## src/inc/smt_params.svh

```systemverilog
/*
  Offsets, field positions and reset values of the signal measurement timer.
  Assumes it is included once per compile unit by its bare name.
*/
`ifndef SMT_PARAMS_SVH
`define SMT_PARAMS_SVH

`define SMT_IDX_COUNT 12'h48C
`define SMT_IDX_PCAP 12'h48F
`define SMT_IDX_WCAP 12'h492
`define SMT_IDX_PERIOD 12'h495
`define SMT_IDX_CTRL0 12'h498
`define SMT_IDX_CTRL1 12'h499
`define SMT_IDX_STAT 12'h49A
`define SMT_IDX_CLKSEL 12'h49B
`define SMT_IDX_SIGSEL 12'h49C
`define SMT_IDX_WINSEL 12'h49D

`define SMT_C0_EN 7
`define SMT_C0_HALT 5
`define SMT_C0_WINDOW_POLARITY 4
`define SMT_C0_SIGNAL_POLARITY 3
`define SMT_C0_CLOCK_POLARITY 2
`define SMT_C0_PS_HI 1
`define SMT_C0_PS_LO 0
`define SMT_C1_GO 7
`define SMT_C1_REPEAT 6
`define SMT_C1_MODE_HI 3
`define SMT_C1_MODE_LO 0
`define SMT_ST_PCAP_REQ 7
`define SMT_ST_WCAP_REQ 6
`define SMT_ST_RST_REQ 4
`define SMT_ST_RUN 2
`define SMT_ST_WIN 1
`define SMT_ST_ACQ 0
`define SMT_SEL_HI 4
`define SMT_CLOCK_SOURCE_SELECT_HI 2

`define SMT_RST_BYTE 8'h00
`define SMT_RST_SEL 5'h00
`define SMT_RST_CLOCK_SOURCE_SELECT 3'h0
`define SMT_PS_ONE 3'h0

`endif

```

## src/inc/smt_pkg.sv

```systemverilog
/*
  Types shared by the signal measurement timer.
  Assumes nothing beyond a SystemVerilog compiler.
*/
`default_nettype none
package smt_pkg;
  typedef enum logic [3:0] {
    MODE_TIMER = 4'h0,
    MODE_GATED_TIMER = 4'h1,
    MODE_PERIOD_DUTY = 4'h2,
    MODE_HIGH_LOW = 4'h3,
    MODE_WINDOWED = 4'h4,
    MODE_GATED_WINDOWED = 4'h5,
    MODE_TIME_OF_FLIGHT = 4'h6,
    MODE_CAPTURE = 4'h7,
    MODE_COUNTER = 4'h8,
    MODE_GATED_COUNTER = 4'h9,
    MODE_WINDOWED_COUNTER = 4'hA
  } mode_e;
  typedef logic [23:0] count_t;
endpackage : smt_pkg
`default_nettype wire

```

## src/logic/signal_measure_timer.sv

```systemverilog
/*
  Signal measurement timer control, status and counting logic with an APB
  register slave. Assumes clock, window and signal sources arrive
  asynchronously from other peripherals and are slow against i_ref_clk.
*/
// Behaviour
// [RULE1] Enable clear keeps all state in reset and drops the clock request; pcap_reg and wcap_reg keep their last values instead.
// [RULE2] With halt set, a period match holds the count at the period.
// [RULE3] With halt clear, a period match returns the count to zero.
// [RULE4] Window polarity one makes the window active low, falling edge.
// [RULE5] Signal polarity one makes the signal active low, falling edge.
// [RULE6] Clock polarity chooses the falling or rising clock edge to count.
// [RULE7] Prescale field divides the timer clock by one, two, four or eight.
// [RULE8] Go bit permits counting and acquisition; clear inhibits both.
// [RULE9] Repeat bit chooses continuous or single acquisition.
// [RULE10] Mode field chooses one of eleven operations; the rest are reserved.
// [RULE11] Writing one requests a period capture update; hardware clears it.
// [RULE12] Writing one requests a width capture update; hardware clears it.
// [RULE13] Writing one requests a count reset; reads zero when done.
// [RULE14] Status shows whether the count is currently incrementing.
// [RULE15] Status shows whether the window is open.
// [RULE16] Status shows whether an acquisition is in progress.
// [RULE17] Clock select field picks one of eight timer clocks.
// [RULE18] Window select field picks the window source from peripheral outputs.
// [RULE19] Window codes zero to two pick pin, low and medium oscillators.
// [RULE20] A count equal to the period raises the period match pulse.
// [RULE21] A separate signal select field picks the signal source.
// [RULE22] Reserved modes acquire nothing and leave count and captures alone.
// [RULE23] Prescaler follows the polarity stage and restarts while disabled.
`include "smt_params.svh"
`timescale 1ns/1ps
`default_nettype none
module signal_measure_timer #(
  parameter int CW = 24,
  parameter int AW = 16
) (
  input wire logic i_ref_clk,
  input wire logic i_nrst,
  input wire logic i_psel,
  input wire logic i_penable,
  input wire logic i_pwrite,
  input wire logic [AW-1:0] i_paddr,
  input wire logic [31:0] i_pwdata,
  input wire logic [7:0] i_clk_src,
  input wire logic [31:0] i_win_src,
  input wire logic [31:0] i_sig_src,
  output logic o_pready,
  output logic [31:0] o_prdata,
  output logic o_pslverr,
  output logic o_clk_req,
  output logic o_period_match,
  output logic o_period_acq,
  output logic o_width_acq
);
  function automatic logic hit(input logic [AW-1:0] a, input logic [11:0] idx);
    hit = (a == AW'({idx, 2'b00}));
  endfunction : hit

  logic [7:0] ctrl0_reg, ctrl1_reg, stat_req_reg;
  logic [2:0] clksel_reg;
  logic [4:0] sigsel_reg, winsel_reg;
  smt_pkg::count_t count_reg, period_reg, pcap_reg, wcap_reg;
  logic [7:0] clk_s1_reg, clk_s2_reg;
  logic [31:0] win_s1_reg, win_s2_reg, sig_s1_reg, sig_s2_reg;
  logic clk_prev_reg, win_prev_reg, sig_prev_reg;
  logic [2:0] presc_reg;
  logic armed_reg, done_reg;
  logic ready_reg;
  logic [31:0] rdata_reg;
  logic slverr_reg;

  // Register bus decode: no wait state; read data is registered in the setup cycle.
  wire setup = i_psel & ~i_penable;
  wire access = i_psel & i_penable & ready_reg;
  wire wr = access & i_pwrite;
  wire a_count = hit(i_paddr, `SMT_IDX_COUNT);
  wire a_pcap = hit(i_paddr, `SMT_IDX_PCAP);
  wire a_wcap = hit(i_paddr, `SMT_IDX_WCAP);
  wire a_period = hit(i_paddr, `SMT_IDX_PERIOD);
  wire a_c0 = hit(i_paddr, `SMT_IDX_CTRL0);
  wire a_c1 = hit(i_paddr, `SMT_IDX_CTRL1);
  wire a_stat = hit(i_paddr, `SMT_IDX_STAT);
  wire a_clk = hit(i_paddr, `SMT_IDX_CLKSEL);
  wire a_sig = hit(i_paddr, `SMT_IDX_SIGSEL);
  wire a_win = hit(i_paddr, `SMT_IDX_WINSEL);
  wire mapped = a_count | a_pcap | a_wcap | a_period | a_c0 | a_c1 | a_stat
      | a_clk | a_sig | a_win;

  wire en = ctrl0_reg[`SMT_C0_EN];
  wire halt = ctrl0_reg[`SMT_C0_HALT];
  wire [1:0] ps = ctrl0_reg[`SMT_C0_PS_HI:`SMT_C0_PS_LO];
  wire go = ctrl1_reg[`SMT_C1_GO];
  wire repeat_on = ctrl1_reg[`SMT_C1_REPEAT];
  wire [3:0] mode = ctrl1_reg[`SMT_C1_MODE_HI:`SMT_C1_MODE_LO];
  wire mode_ok = (mode <= smt_pkg::MODE_WINDOWED_COUNTER); // RULE10 RULE22
  wire pcap_req = stat_req_reg[`SMT_ST_PCAP_REQ];
  wire wcap_req = stat_req_reg[`SMT_ST_WCAP_REQ];
  wire rst_req = stat_req_reg[`SMT_ST_RST_REQ];

  // Source selection after synchronisation; polarity folds to active high.
  wire clk_lvl = clk_s2_reg[clksel_reg] ^ ctrl0_reg[`SMT_C0_CLOCK_POLARITY]; // RULE6 RULE17
  wire win_lvl = win_s2_reg[winsel_reg] ^ ctrl0_reg[`SMT_C0_WINDOW_POLARITY]; // RULE4 RULE18 RULE19
  wire sig_lvl = sig_s2_reg[sigsel_reg] ^ ctrl0_reg[`SMT_C0_SIGNAL_POLARITY]; // RULE5 RULE21
  wire clk_edge = clk_lvl & ~clk_prev_reg;
  wire win_rise = win_lvl & ~win_prev_reg;
  wire win_fall = ~win_lvl & win_prev_reg;
  wire sig_rise = sig_lvl & ~sig_prev_reg;

  // Prescaler: ticks when its count reaches the mask of the chosen ratio.
  wire [2:0] ps_mask = 3'((4'h1 << ps) - 4'h1); // RULE7
  wire time_tick = clk_edge & ((presc_reg & ps_mask) == ps_mask); // RULE23
  wire [2:0] presc_next = (!en || time_tick) ? `SMT_PS_ONE
      : (clk_edge ? 3'(presc_reg + 3'h1) : presc_reg); // RULE23

  wire is_counter = mode[3];
  wire count_src = is_counter ? sig_rise : time_tick;
  wire m_gtimer = (mode == smt_pkg::MODE_GATED_TIMER);
  wire m_pd = (mode == smt_pkg::MODE_PERIOD_DUTY);
  wire m_hl = (mode == smt_pkg::MODE_HIGH_LOW);
  wire m_win = (mode == smt_pkg::MODE_WINDOWED);
  wire m_gwin = (mode == smt_pkg::MODE_GATED_WINDOWED);
  wire m_tof = (mode == smt_pkg::MODE_TIME_OF_FLIGHT);
  wire m_cap = (mode == smt_pkg::MODE_CAPTURE);
  wire m_cnt = (mode == smt_pkg::MODE_COUNTER);
  wire m_gcnt = (mode == smt_pkg::MODE_GATED_COUNTER);
  wire m_wcnt = (mode == smt_pkg::MODE_WINDOWED_COUNTER);
  wire gate = (m_gtimer | m_gwin | m_gcnt | m_wcnt) ? win_lvl
      : (m_tof ? armed_reg : 1'b1);
  wire run = en & go & mode_ok & ~done_reg; // RULE8 RULE9 RULE22
  wire inc = run & gate & count_src; // RULE8
  wire at_period = (count_reg == period_reg);
  wire match = inc & at_period; // RULE20

  // Mode-dependent capture and reset events, all inhibited unless running.
  wire pcap_ev = run & (((m_pd | m_hl | m_win | m_gwin | m_cap) & win_rise)
      | (m_wcnt & win_rise & armed_reg) | (m_tof & sig_rise & armed_reg));
  wire wcap_ev = run & (((m_pd | m_hl | m_cap | m_cnt | m_gcnt | m_wcnt)
      & win_fall) | (m_tof & win_rise & armed_reg));
  wire hw_clr = run & (((m_pd | m_hl | m_win | m_gwin | m_wcnt | m_tof)
      & win_rise) | (m_hl & win_fall) | (m_tof & sig_rise & armed_reg));
  wire armed_next = !en ? 1'b0 : (run & (m_tof | m_wcnt) & win_rise ? 1'b1
      : (run & m_tof & sig_rise ? 1'b0 : armed_reg));
  wire done_next = en & go & (done_reg | (~repeat_on & (pcap_ev | wcap_ev))); // RULE9

  wire [CW-1:0] count_next = !en ? '0 // RULE1
      : (rst_req | hw_clr) ? '0 // RULE13
      : !inc ? count_reg // RULE8 RULE22
      : at_period ? (halt ? period_reg : '0) // RULE2 RULE3
      : CW'(count_reg + 1'b1);

  // A software write of one wins over the hardware clear in the same cycle.
  wire wr_stat = wr & a_stat;
  wire [7:0] req_set = wr_stat ? (i_pwdata[7:0] & ((8'h1 << `SMT_ST_PCAP_REQ)
      | (8'h1 << `SMT_ST_WCAP_REQ) | (8'h1 << `SMT_ST_RST_REQ))) : 8'h00;
  wire [7:0] req_next = en ? req_set : 8'h00; // RULE11 RULE12 RULE13

  wire [7:0] stat_rd = stat_req_reg | ({7'h00, run & gate} << `SMT_ST_RUN)
      | ({7'h00, win_lvl} << `SMT_ST_WIN)
      | ({7'h00, run & (is_counter | ~(mode == smt_pkg::MODE_TIMER))}
      << `SMT_ST_ACQ); // RULE14 RULE15 RULE16
  wire [31:0] rd_mux = a_count ? 32'(count_reg) : a_pcap ? 32'(pcap_reg)
      : a_wcap ? 32'(wcap_reg) : a_period ? 32'(period_reg)
      : a_c0 ? {24'h0, ctrl0_reg} : a_c1 ? {24'h0, ctrl1_reg}
      : a_stat ? {24'h0, stat_rd} : a_clk ? {29'h0, clksel_reg}
      : a_sig ? {27'h0, sigsel_reg} : a_win ? {27'h0, winsel_reg} : 32'h0;

  always_ff @(posedge i_ref_clk) begin
    if (!i_nrst) begin
      ready_reg <= 1'b0;
      rdata_reg <= 32'h0;
      slverr_reg <= 1'b0;
    end else begin
      ready_reg <= setup;
      rdata_reg <= setup ? rd_mux : rdata_reg;
      slverr_reg <= setup & ~mapped;
    end
  end

  always_ff @(posedge i_ref_clk) begin
    if (!i_nrst) begin
      ctrl0_reg <= `SMT_RST_BYTE;
      ctrl1_reg <= `SMT_RST_BYTE;
      clksel_reg <= `SMT_RST_CLOCK_SOURCE_SELECT;
      sigsel_reg <= `SMT_RST_SEL;
      winsel_reg <= `SMT_RST_SEL;
      period_reg <= '0;
    end else begin
      ctrl0_reg <= (wr & a_c0) ? (i_pwdata[7:0] & 8'hBF) : ctrl0_reg;
      ctrl1_reg <= (wr & a_c1) ? (i_pwdata[7:0] & 8'hCF) : ctrl1_reg;
      clksel_reg <= (wr & a_clk) ? i_pwdata[`SMT_CLOCK_SOURCE_SELECT_HI:0] : clksel_reg;
      sigsel_reg <= (wr & a_sig) ? i_pwdata[`SMT_SEL_HI:0] : sigsel_reg;
      winsel_reg <= (wr & a_win) ? i_pwdata[`SMT_SEL_HI:0] : winsel_reg;
      period_reg <= (wr & a_period) ? i_pwdata[CW-1:0] : period_reg;
    end
  end

  // Two-flop synchronisers; only the second stage feeds the selectors.
  always_ff @(posedge i_ref_clk) begin
    clk_s1_reg <= i_clk_src;
    clk_s2_reg <= clk_s1_reg;
    win_s1_reg <= i_win_src;
    win_s2_reg <= win_s1_reg;
    sig_s1_reg <= i_sig_src;
    sig_s2_reg <= sig_s1_reg;
  end

  always_ff @(posedge i_ref_clk) begin
    if (!i_nrst) begin
      clk_prev_reg <= 1'b0;
      win_prev_reg <= 1'b0;
      sig_prev_reg <= 1'b0;
      presc_reg <= `SMT_PS_ONE;
      armed_reg <= 1'b0;
      done_reg <= 1'b0;
      stat_req_reg <= `SMT_RST_BYTE;
      count_reg <= '0;
    end else begin
      clk_prev_reg <= en & clk_lvl; // RULE1
      win_prev_reg <= en & win_lvl;
      sig_prev_reg <= en & sig_lvl;
      presc_reg <= presc_next;
      armed_reg <= armed_next;
      done_reg <= done_next;
      stat_req_reg <= req_next;
      // The count stays in reset while disabled, even against a bus write.
      count_reg <= (wr & a_count & en) ? i_pwdata[CW-1:0] : count_next; // RULE1
    end
  end

  // Captures keep their last value while disabled so software can still read.
  always_ff @(posedge i_ref_clk) begin
    if (!i_nrst) begin
      pcap_reg <= '0;
      wcap_reg <= '0;
      o_period_match <= 1'b0;
      o_period_acq <= 1'b0;
      o_width_acq <= 1'b0;
      o_clk_req <= 1'b0;
    end else begin
      pcap_reg <= (pcap_req | pcap_ev) ? count_reg : pcap_reg; // RULE11
      wcap_reg <= (wcap_req | wcap_ev) ? count_reg : wcap_reg; // RULE12
      o_period_match <= match; // RULE2 RULE3 RULE20
      o_period_acq <= pcap_ev;
      o_width_acq <= wcap_ev;
      o_clk_req <= en; // RULE1
    end
  end

  assign o_pready = ready_reg;
  assign o_prdata = rdata_reg;
  assign o_pslverr = slverr_reg;

  property p_disabled;
    @(posedge i_ref_clk) disable iff (!i_nrst)
      !en |=> (count_reg == '0) && !o_clk_req && !armed_reg;
  endproperty
  a_disabled: assert property (p_disabled) else $error("state kept while off"); // RULE1

  property p_halt;
    @(posedge i_ref_clk) disable iff (!i_nrst)
      match && halt && !rst_req && !hw_clr && !(wr & a_count)
      |=> (count_reg == $past(period_reg)) && o_period_match;
  endproperty
  a_halt: assert property (p_halt) else $error("halt did not hold"); // RULE2

  property p_wrap;
    @(posedge i_ref_clk) disable iff (!i_nrst)
      match && !halt && !rst_req && !hw_clr && !(wr & a_count)
      |=> (count_reg == '0) ##1 !o_period_match;
  endproperty
  a_wrap: assert property (p_wrap) else $error("no wrap at period"); // RULE3

  property p_presc;
    @(posedge i_ref_clk) disable iff (!i_nrst)
      time_tick && en && (ps == 2'b11) |-> $past(presc_reg) == 3'h7 - 3'h1
        || presc_reg == 3'h7;
  endproperty
  a_presc: assert property (p_presc) else $error("prescale ratio wrong"); // RULE7

  property p_go;
    @(posedge i_ref_clk) disable iff (!i_nrst)
      en && !go && !rst_req && !(wr & a_count)
      |=> $stable(count_reg) && !o_period_acq && !o_width_acq;
  endproperty
  a_go: assert property (p_go) else $error("count moved without go"); // RULE8

  property p_reserved;
    @(posedge i_ref_clk) disable iff (!i_nrst)
      en && !mode_ok && !rst_req && !pcap_req && !(wr & a_count)
      |=> $stable(count_reg) && $stable(pcap_reg);
  endproperty
  a_reserved: assert property (p_reserved) else $error("reserved mode acted"); // RULE22

  property p_pcap_req;
    @(posedge i_ref_clk) disable iff (!i_nrst)
      pcap_req && !wr_stat |=> !pcap_req && (pcap_reg == $past(count_reg));
  endproperty
  a_pcap_req: assert property (p_pcap_req) else $error("period update lost"); // RULE11

  property p_wcap_req;
    @(posedge i_ref_clk) disable iff (!i_nrst)
      wcap_req && !wr_stat |=> !wcap_req && (wcap_reg == $past(count_reg));
  endproperty
  a_wcap_req: assert property (p_wcap_req) else $error("width update lost"); // RULE12

  property p_rst_req;
    @(posedge i_ref_clk) disable iff (!i_nrst)
      rst_req && !wr_stat && !(wr & a_count) |=> !rst_req && count_reg == '0;
  endproperty
  a_rst_req: assert property (p_rst_req) else $error("timer reset lost"); // RULE13

  c_match: cover property (@(posedge i_ref_clk) disable iff (!i_nrst)
    o_period_match);
  c_pacq: cover property (@(posedge i_ref_clk) disable iff (!i_nrst)
    o_period_acq ##[1:200] o_width_acq);
  c_single: cover property (@(posedge i_ref_clk) disable iff (!i_nrst)
    !repeat_on && done_reg);
endmodule : signal_measure_timer
`default_nettype wire

```

## config.mk

```make
export PLATFORM = sky130hd
export DESIGN_NAME = signal_measure_timer
export DESIGN_NICKNAME = d
export VERILOG_FILES = /design/src/inc/smt_pkg.sv /design/src/logic/signal_measure_timer.sv
export VERILOG_INCLUDE_DIRS = /design/src /design/src/inc
export SDC_FILE = /design/constraint.sdc
export NUM_CORES = 1
export LEC_CHECK = 0
export BUFFER_PORTS_ARGS = -buffer_cell sky130_fd_sc_hd__buf_2
export CAP_MARGIN = 15
export CORE_MARGIN = 5
export CORE_UTILIZATION = 30
export CTS_CLUSTER_SIZE = 28
export DETAILED_ROUTE_END_ITERATION = 10
export PLACE_DENSITY = 0.5
export SYNTH_ARGS = -nofsm -noshare
export SYNTH_HDL_FRONTEND = slang
export SYNTH_SLANG_ARGS = --single-unit
export TNS_END_PERCENT = 10
```

## constraint.sdc

```tcl
create_clock -name i_ref_clk -period 6.9 [get_ports i_ref_clk]
set_input_delay 1.38 -clock i_ref_clk [delete_from_list [all_inputs] [get_ports i_ref_clk]]
set_output_delay 1.38 -clock i_ref_clk [all_outputs]
set_load 0.05 [all_outputs]
```

==> Word-level counts from Yosys, hierarchy flattened <==
Index checks and enable logic that the tools add are counted.
Widths: inputs -> output; s select.
{ "word_totals": {"ff_bits": 320} }
{ "op_classes": {"n_reduce_logical": 7, "shifts": 1, "order_cmp": 4, "addsub": 3, "bitwise": 99, "eq_ne": 23, "n_mux": 27} }
{ "ops": {"columns": ["cell", "count"], "rows": [
  ["$mux 24", 10],
  ["$eq 16x13->1 const B", 10],
  ["$and 1x1->1", 48],
  ["$or 1x1->1", 34],
  ["$add 24x1->24 const B", 1],
  ["$eq 24x24->1", 1],
  ["$mux 8", 3],
  ["$eq 4x3->1 const B", 4],
  ["$mux 5", 3],
  ["$eq 4x4->1 const B", 3],
  ["$lt 5x6->1 const B", 2],
  ["$bmux 1 s5", 2],
  ["$not 1->1", 10],
  ["$eq 4x2->1 const B", 2],
  ["$mux 1", 8],
  ["$or 8x1->8", 1],
  ["$or 8x2->8", 1],
  ["$or 8x3->8", 1],
  ["$eq 4x1->1 const B", 1],
  ["$le 4x4->1 const B", 1],
  ["$logic_not 4->1", 1],
  ["$lt 3x4->1 const B", 1],
  ["$ne 4x1->1 const B", 1],
  ["$add 3x1->3 const B", 1],
  ["other kinds (12)", 14]
]} }

==> Logic depth before layout (Yosys ltp) <==
{ "depth": {"word_depth": 16, "ltp_mapped": 13, "mapped_depth_nobuf": 10} }

==> Worst setup path after synthesis <==
No wires, ideal clock.
{ "synth_path": {"path_type": "in2reg", "startpoint": "in i_paddr[11]", "endpoint": "reg count_reg[18]", "n_path_buf": 2, "arrival_ns": 3.349, "setup_slack_ns": 3.480, "stages": 9, "setup_ns": 0.072, "path_cell_list": "nor4b_2 -> nand3_1 -> nor4_2 -> a21oi_1 -> and2_1 -> buf_2 -> nand3_2 -> buf_2 -> a2bb2oi_1"} }
{ "synth_via": {"elab_chain_len": 4, "word_cells_on_any_way": 5, "classes_between": "eq/ne (2); mux (1); bitwise (2)"} }
{ "synth_rtl": {"columns": ["item", "line_no", "source"], "rows": [
  ["start, declared", "signal_measure_timer.sv:42", "input wire logic [AW-1:0] i_paddr,"],
  ["$eq 16x13->1 (*)", "signal_measure_timer.sv:56", "hit = (a == AW'({idx, 2'b00}));"],
  ["$and 1x1->1 (*) (2 in a row)", "signal_measure_timer.sv:226", "count_reg <= (wr & a_count & en) ? i_pwdata[CW-1:0] : count_next;"],
  ["$ne 4x1->1 (no source line) / $mux 24 (equally long branches)", null, null],
  ["end signal, assigned", "signal_measure_timer.sv:226", null],
  ["end, declared", "signal_measure_timer.sv:62", "smt_pkg::count_t count_reg, period_reg, pcap_reg, wcap_reg;"]
]} }
Mark *: on every way between the ends. The rest lies on a longest branch, timed or not.
A chain may end at the register's enable or synchronous reset.

==> Worst setup path after layout <==
{ "layout_path": {"startpoint": "reg winsel_reg[1]", "endpoint": "reg count_reg[6]"} }
{ "layout_via": {"elab_chain_len": 13, "word_cells_on_any_way": 19, "classes_between": "eq/ne (1); mux (6); bitwise (12)"} }
{ "layout_rtl": {"columns": ["item", "line_no", "source"], "rows": [
  ["start, declared", "signal_measure_timer.sv:61", "logic [4:0] sigsel_reg, winsel_reg;"],
  ["start signal, assigned", "signal_measure_timer.sv:185", "winsel_reg <= `SMT_RST_SEL;"],
  ["start signal, assigned", "signal_measure_timer.sv:192", "winsel_reg <= (wr & a_win) ? i_pwdata[`SMT_SEL_HI:0] : winsel_reg;"],
  ["$bmux 1 s5 (*)", "signal_measure_timer.sv:102", "wire win_lvl = win_s2_reg[winsel_reg] ^ ctrl0_reg[`SMT_C0_WINDOW_POLARITY];"],
  ["$mux 1 (not written as such) (*)", "signal_measure_timer.sv:102", null],
  ["$xor 1x1->1 (*)", "signal_measure_timer.sv:102", null],
  ["$not 1->1", "signal_measure_timer.sv:106", "wire win_fall = ~win_lvl & win_prev_reg;"],
  ["$and 1x1->1", "signal_measure_timer.sv:106", null],
  ["$and 1x1->1", "signal_measure_timer.sv:140", "& win_rise) | (m_hl & win_fall) | (m_tof & sig_rise & armed_reg));"],
  ["$or 1x1->1 (2 in a row)", "signal_measure_timer.sv:140", null],
  ["$and 1x1->1", "signal_measure_timer.sv:139", "wire hw_clr = run & (((m_pd | m_hl | m_win | m_gwin | m_wcnt | m_tof)"],
  ["$or 1x1->1", "signal_measure_timer.sv:146", ": (rst_req | hw_clr) ? '0"],
  ["$mux 24", "signal_measure_timer.sv:146", null],
  ["$mux 24", "signal_measure_timer.sv:145", "wire [CW-1:0] count_next = !en ? '0"],
  ["$mux 24", "signal_measure_timer.sv:226", null]
]} }
Mark *: on every way between the ends. The rest lies on a longest branch, timed or not. The select of a mux whose other input is x is not followed.

==> metrics.txt <==
clock latency on the worst-skew pair=0.55 ns; clock sinks=307; pwr/cell area=268 mW/mm²; count of different cell masters after synthesis=73; grt total ovfl=0; sequential area share after synthesis=51.5%; hold crit path type=reg -> reg; maximum clock rate=219 MHz; CP startpoint kind=flop; Die X=210 µm; Slew headroom=22.2%; Commonest cells post-synth=dfxtp_1 (307), nand2_1 (146), a21oi_1 (108); min setup slack post-route=2.33 ns; die area=0.0439 mm²; Post-CTS Setup Inserts=0; Die H=210 µm; CP max-delay cell=dfxtp_1; Netlist Area Pre-Place=0.0119 mm²; initial antenna violation count=6; IO Pins=163; DP Wirelength=23,700 µm; Final GP Congestion=0.797; Final ANT Viol Nets=0; H-tree Lvls=2; Crit. End Element=flop; RSZ-0062 raised after global routing=false; sequential power share=48.5%; CP arrival=4.98 ns; TritonCTS clock tree=yes; switching part of the total power=22.8%; clock power share=47.4%; Most used DFF post-synth=dfxtp_1; core region area=0.0395 mm²; leading post-synthesis cells by cell area=dfxtp_1 (51%), mux2i_1 (6.6%), nand2_1 (4.6%); vias=9,288; FF+latch count, synth=307; total track usage=15.4%; Switch Pwr=865 µW; Area Overhead vs Synth=18.1%; clock period minus worst slack=4.57 ns; drc violations=0; # setup viols final=0; layout cells sized above 1=18.4%; status=finished clean; Synth area leader=dfxtp_1; WL final=34,600 µm; Resized cells post-CTS=0; vias in the first global route=9,214; Max Clock Skew=0.0322 ns; period utilization=66.2%; vias per inst=4.92; critical path class=reg -> reg; worst-path cell chain=mux2i_1 -> a22oi_1 -> nand3_1 -> and4_4 -> xor2_4 -> mux2_4 -> a31oi_4 -> nand3_2 -> o221a_2; Syn Area/Cell=9.62 µm²; CP delay by family, top=compound AO/OA/AOI/OAI gates; Synth Warn #=0; TritonCTS Buffers=36; largest net degree at the start of global routing=51; Fin. Hold Viols=0; clock tree buffer depth=3; Rows=73; first-pass GRT wire length=54,000 µm; Post-synth EDFFs=0; Fillers=4,033; Mapped Cells=1,241; initial DRC count=504; Max VDD drop=235 µV; Setup TNS=0 ns; Place WS=1.93 ns; Pint=2.92 mW; Worst-path clk slew=0.06 ns; Buf+Inv Stages, Crit Path=0; Leak=5.53 nW; Max Slew Vio Count=0; dominant cell by count in the synthesized netlist=dfxtp_1; starting density of the core=30.2%; WP data required=7.31 ns; Final #Nets=1,462; DR pass1 iterations=5; detail-routed net length per standard cell=18.3 µm; max-cap viol count=0; hold_buf cts=0; Synth top area share=51.5%; IO buf count=146; clock root buffer=clkbuf_16; share of synthesized registers carrying an async set or reset=0%; combinational power share=4.0%; crit-path max cell delay=0.98 ns; Worst Max-Slew Pin Slew=1.16 ns; CP max FO=25
[routing by layer]
| metal | vias up | global-route usage [%] | wire [µm] |
|---|---|---|---|
| li1 | 4559 | - | - |
| met1 | 4380 | 20.2 | 15400 |
| met2 | 283 | 24.9 | 16000 |
| met3 | 58 | 4.72 | 2460 |
| met4 | 8 | 3.92 | 637 |
| met5 | - | 0 | 56 |
[metrics by stage]
step	util (%)	hold WS, ns	instances	instance area (µm²)	power [mW]
detailed placement	32.8	0.312	1822	13000	2.03
finish	35.7	0.321	1886	14100	3.79
CTS	35.7	0.322	1883	14100	3.85
global placement	32.8	0.312	1822	13000	2.03
floorplan	-	0.310	1248	12000	1.96
global route	35.7	0.330	1884	14100	3.94
[power groups by stage]
stage                     logic, mW  registers [mW]  clock network, mW
after floorplan              0.0626            1.90                  0
after global placement        0.154            1.88                  0
after detailed placement      0.155            1.88                  0
after CTS                     0.155            1.84               1.85
after global routing          0.165            1.84               1.93
final                         0.153            1.84               1.80
[final timing paths]
path         slack (ns)  depth (start not counted)        endpoint           start
max                2.33                          9    count_reg[6]   winsel_reg[1]
min                0.32                          0  win_s2_reg[28]  win_s1_reg[28]
max reg2reg        2.33                          9    count_reg[6]   winsel_reg[1]
min reg2reg        0.32                          0  win_s2_reg[28]  win_s1_reg[28]
[layout by cell type (no fill, tap or decap), types with 6 or more instances in the layout]
| master | count |
|---|---|
| buf_4 | 13 |
| a21oi_1 | 107 |
| and3_1 | 6 |
| nor2b_1 | 7 |
| a22oi_1 | 6 |
| o211ai_1 | 16 |
| dfxtp_1 | 307 |
| o21ai_0 | 60 |
| xnor2_1 | 29 |
| nor4_1 | 6 |
| clkbuf_16 | 36 |
| a222oi_1 | 19 |
| conb_1 | 8 |
| nor2_1 | 91 |
| mux4_2 | 10 |
| o211a_1 | 13 |
| nand4_1 | 11 |
| clkbuf_1 | 7 |
| inv_1 | 18 |
| nand2b_1 | 12 |
| and2_1 | 13 |
| o221a_1 | 8 |
| a2bb2oi_1 | 12 |
| mux2i_1 | 79 |
| xor2_1 | 20 |
| nand3_1 | 48 |
| buf_2 | 146 |
| nand2_1 | 146 |
| a221oi_1 | 7 |
[cell families after synthesis]
kind of cell	after synthesis	share of synthesized area, %
adders and majority gates	2	0.210
muxes	92	8.84
DFF	307	51.5
AOI/OAI and AO/OA	283	15.8
buffers and inverters	129	4.90
other	1	0.0314
xor gates and xnor gates	50	3.82
and+or+nand+nor	377	14.9
[area by class of cell]
type / instances / area [µm²] / share of cell area, %
multi-input cells: 812 / 5280 / 37.4
diodes: 3 / 7.51 / 0.0532
repair buffers: 159 / 828 / 5.87
clock buffers: 47 / 982 / 6.96
well taps: 525 / 657 / 4.66
flip-flops and latches: 307 / 6150 / 43.6
clock inverters: 14 / 136 / 0.967
inverters: 19 / 71.3 / 0.505
(Power assumes the default switching activity.)
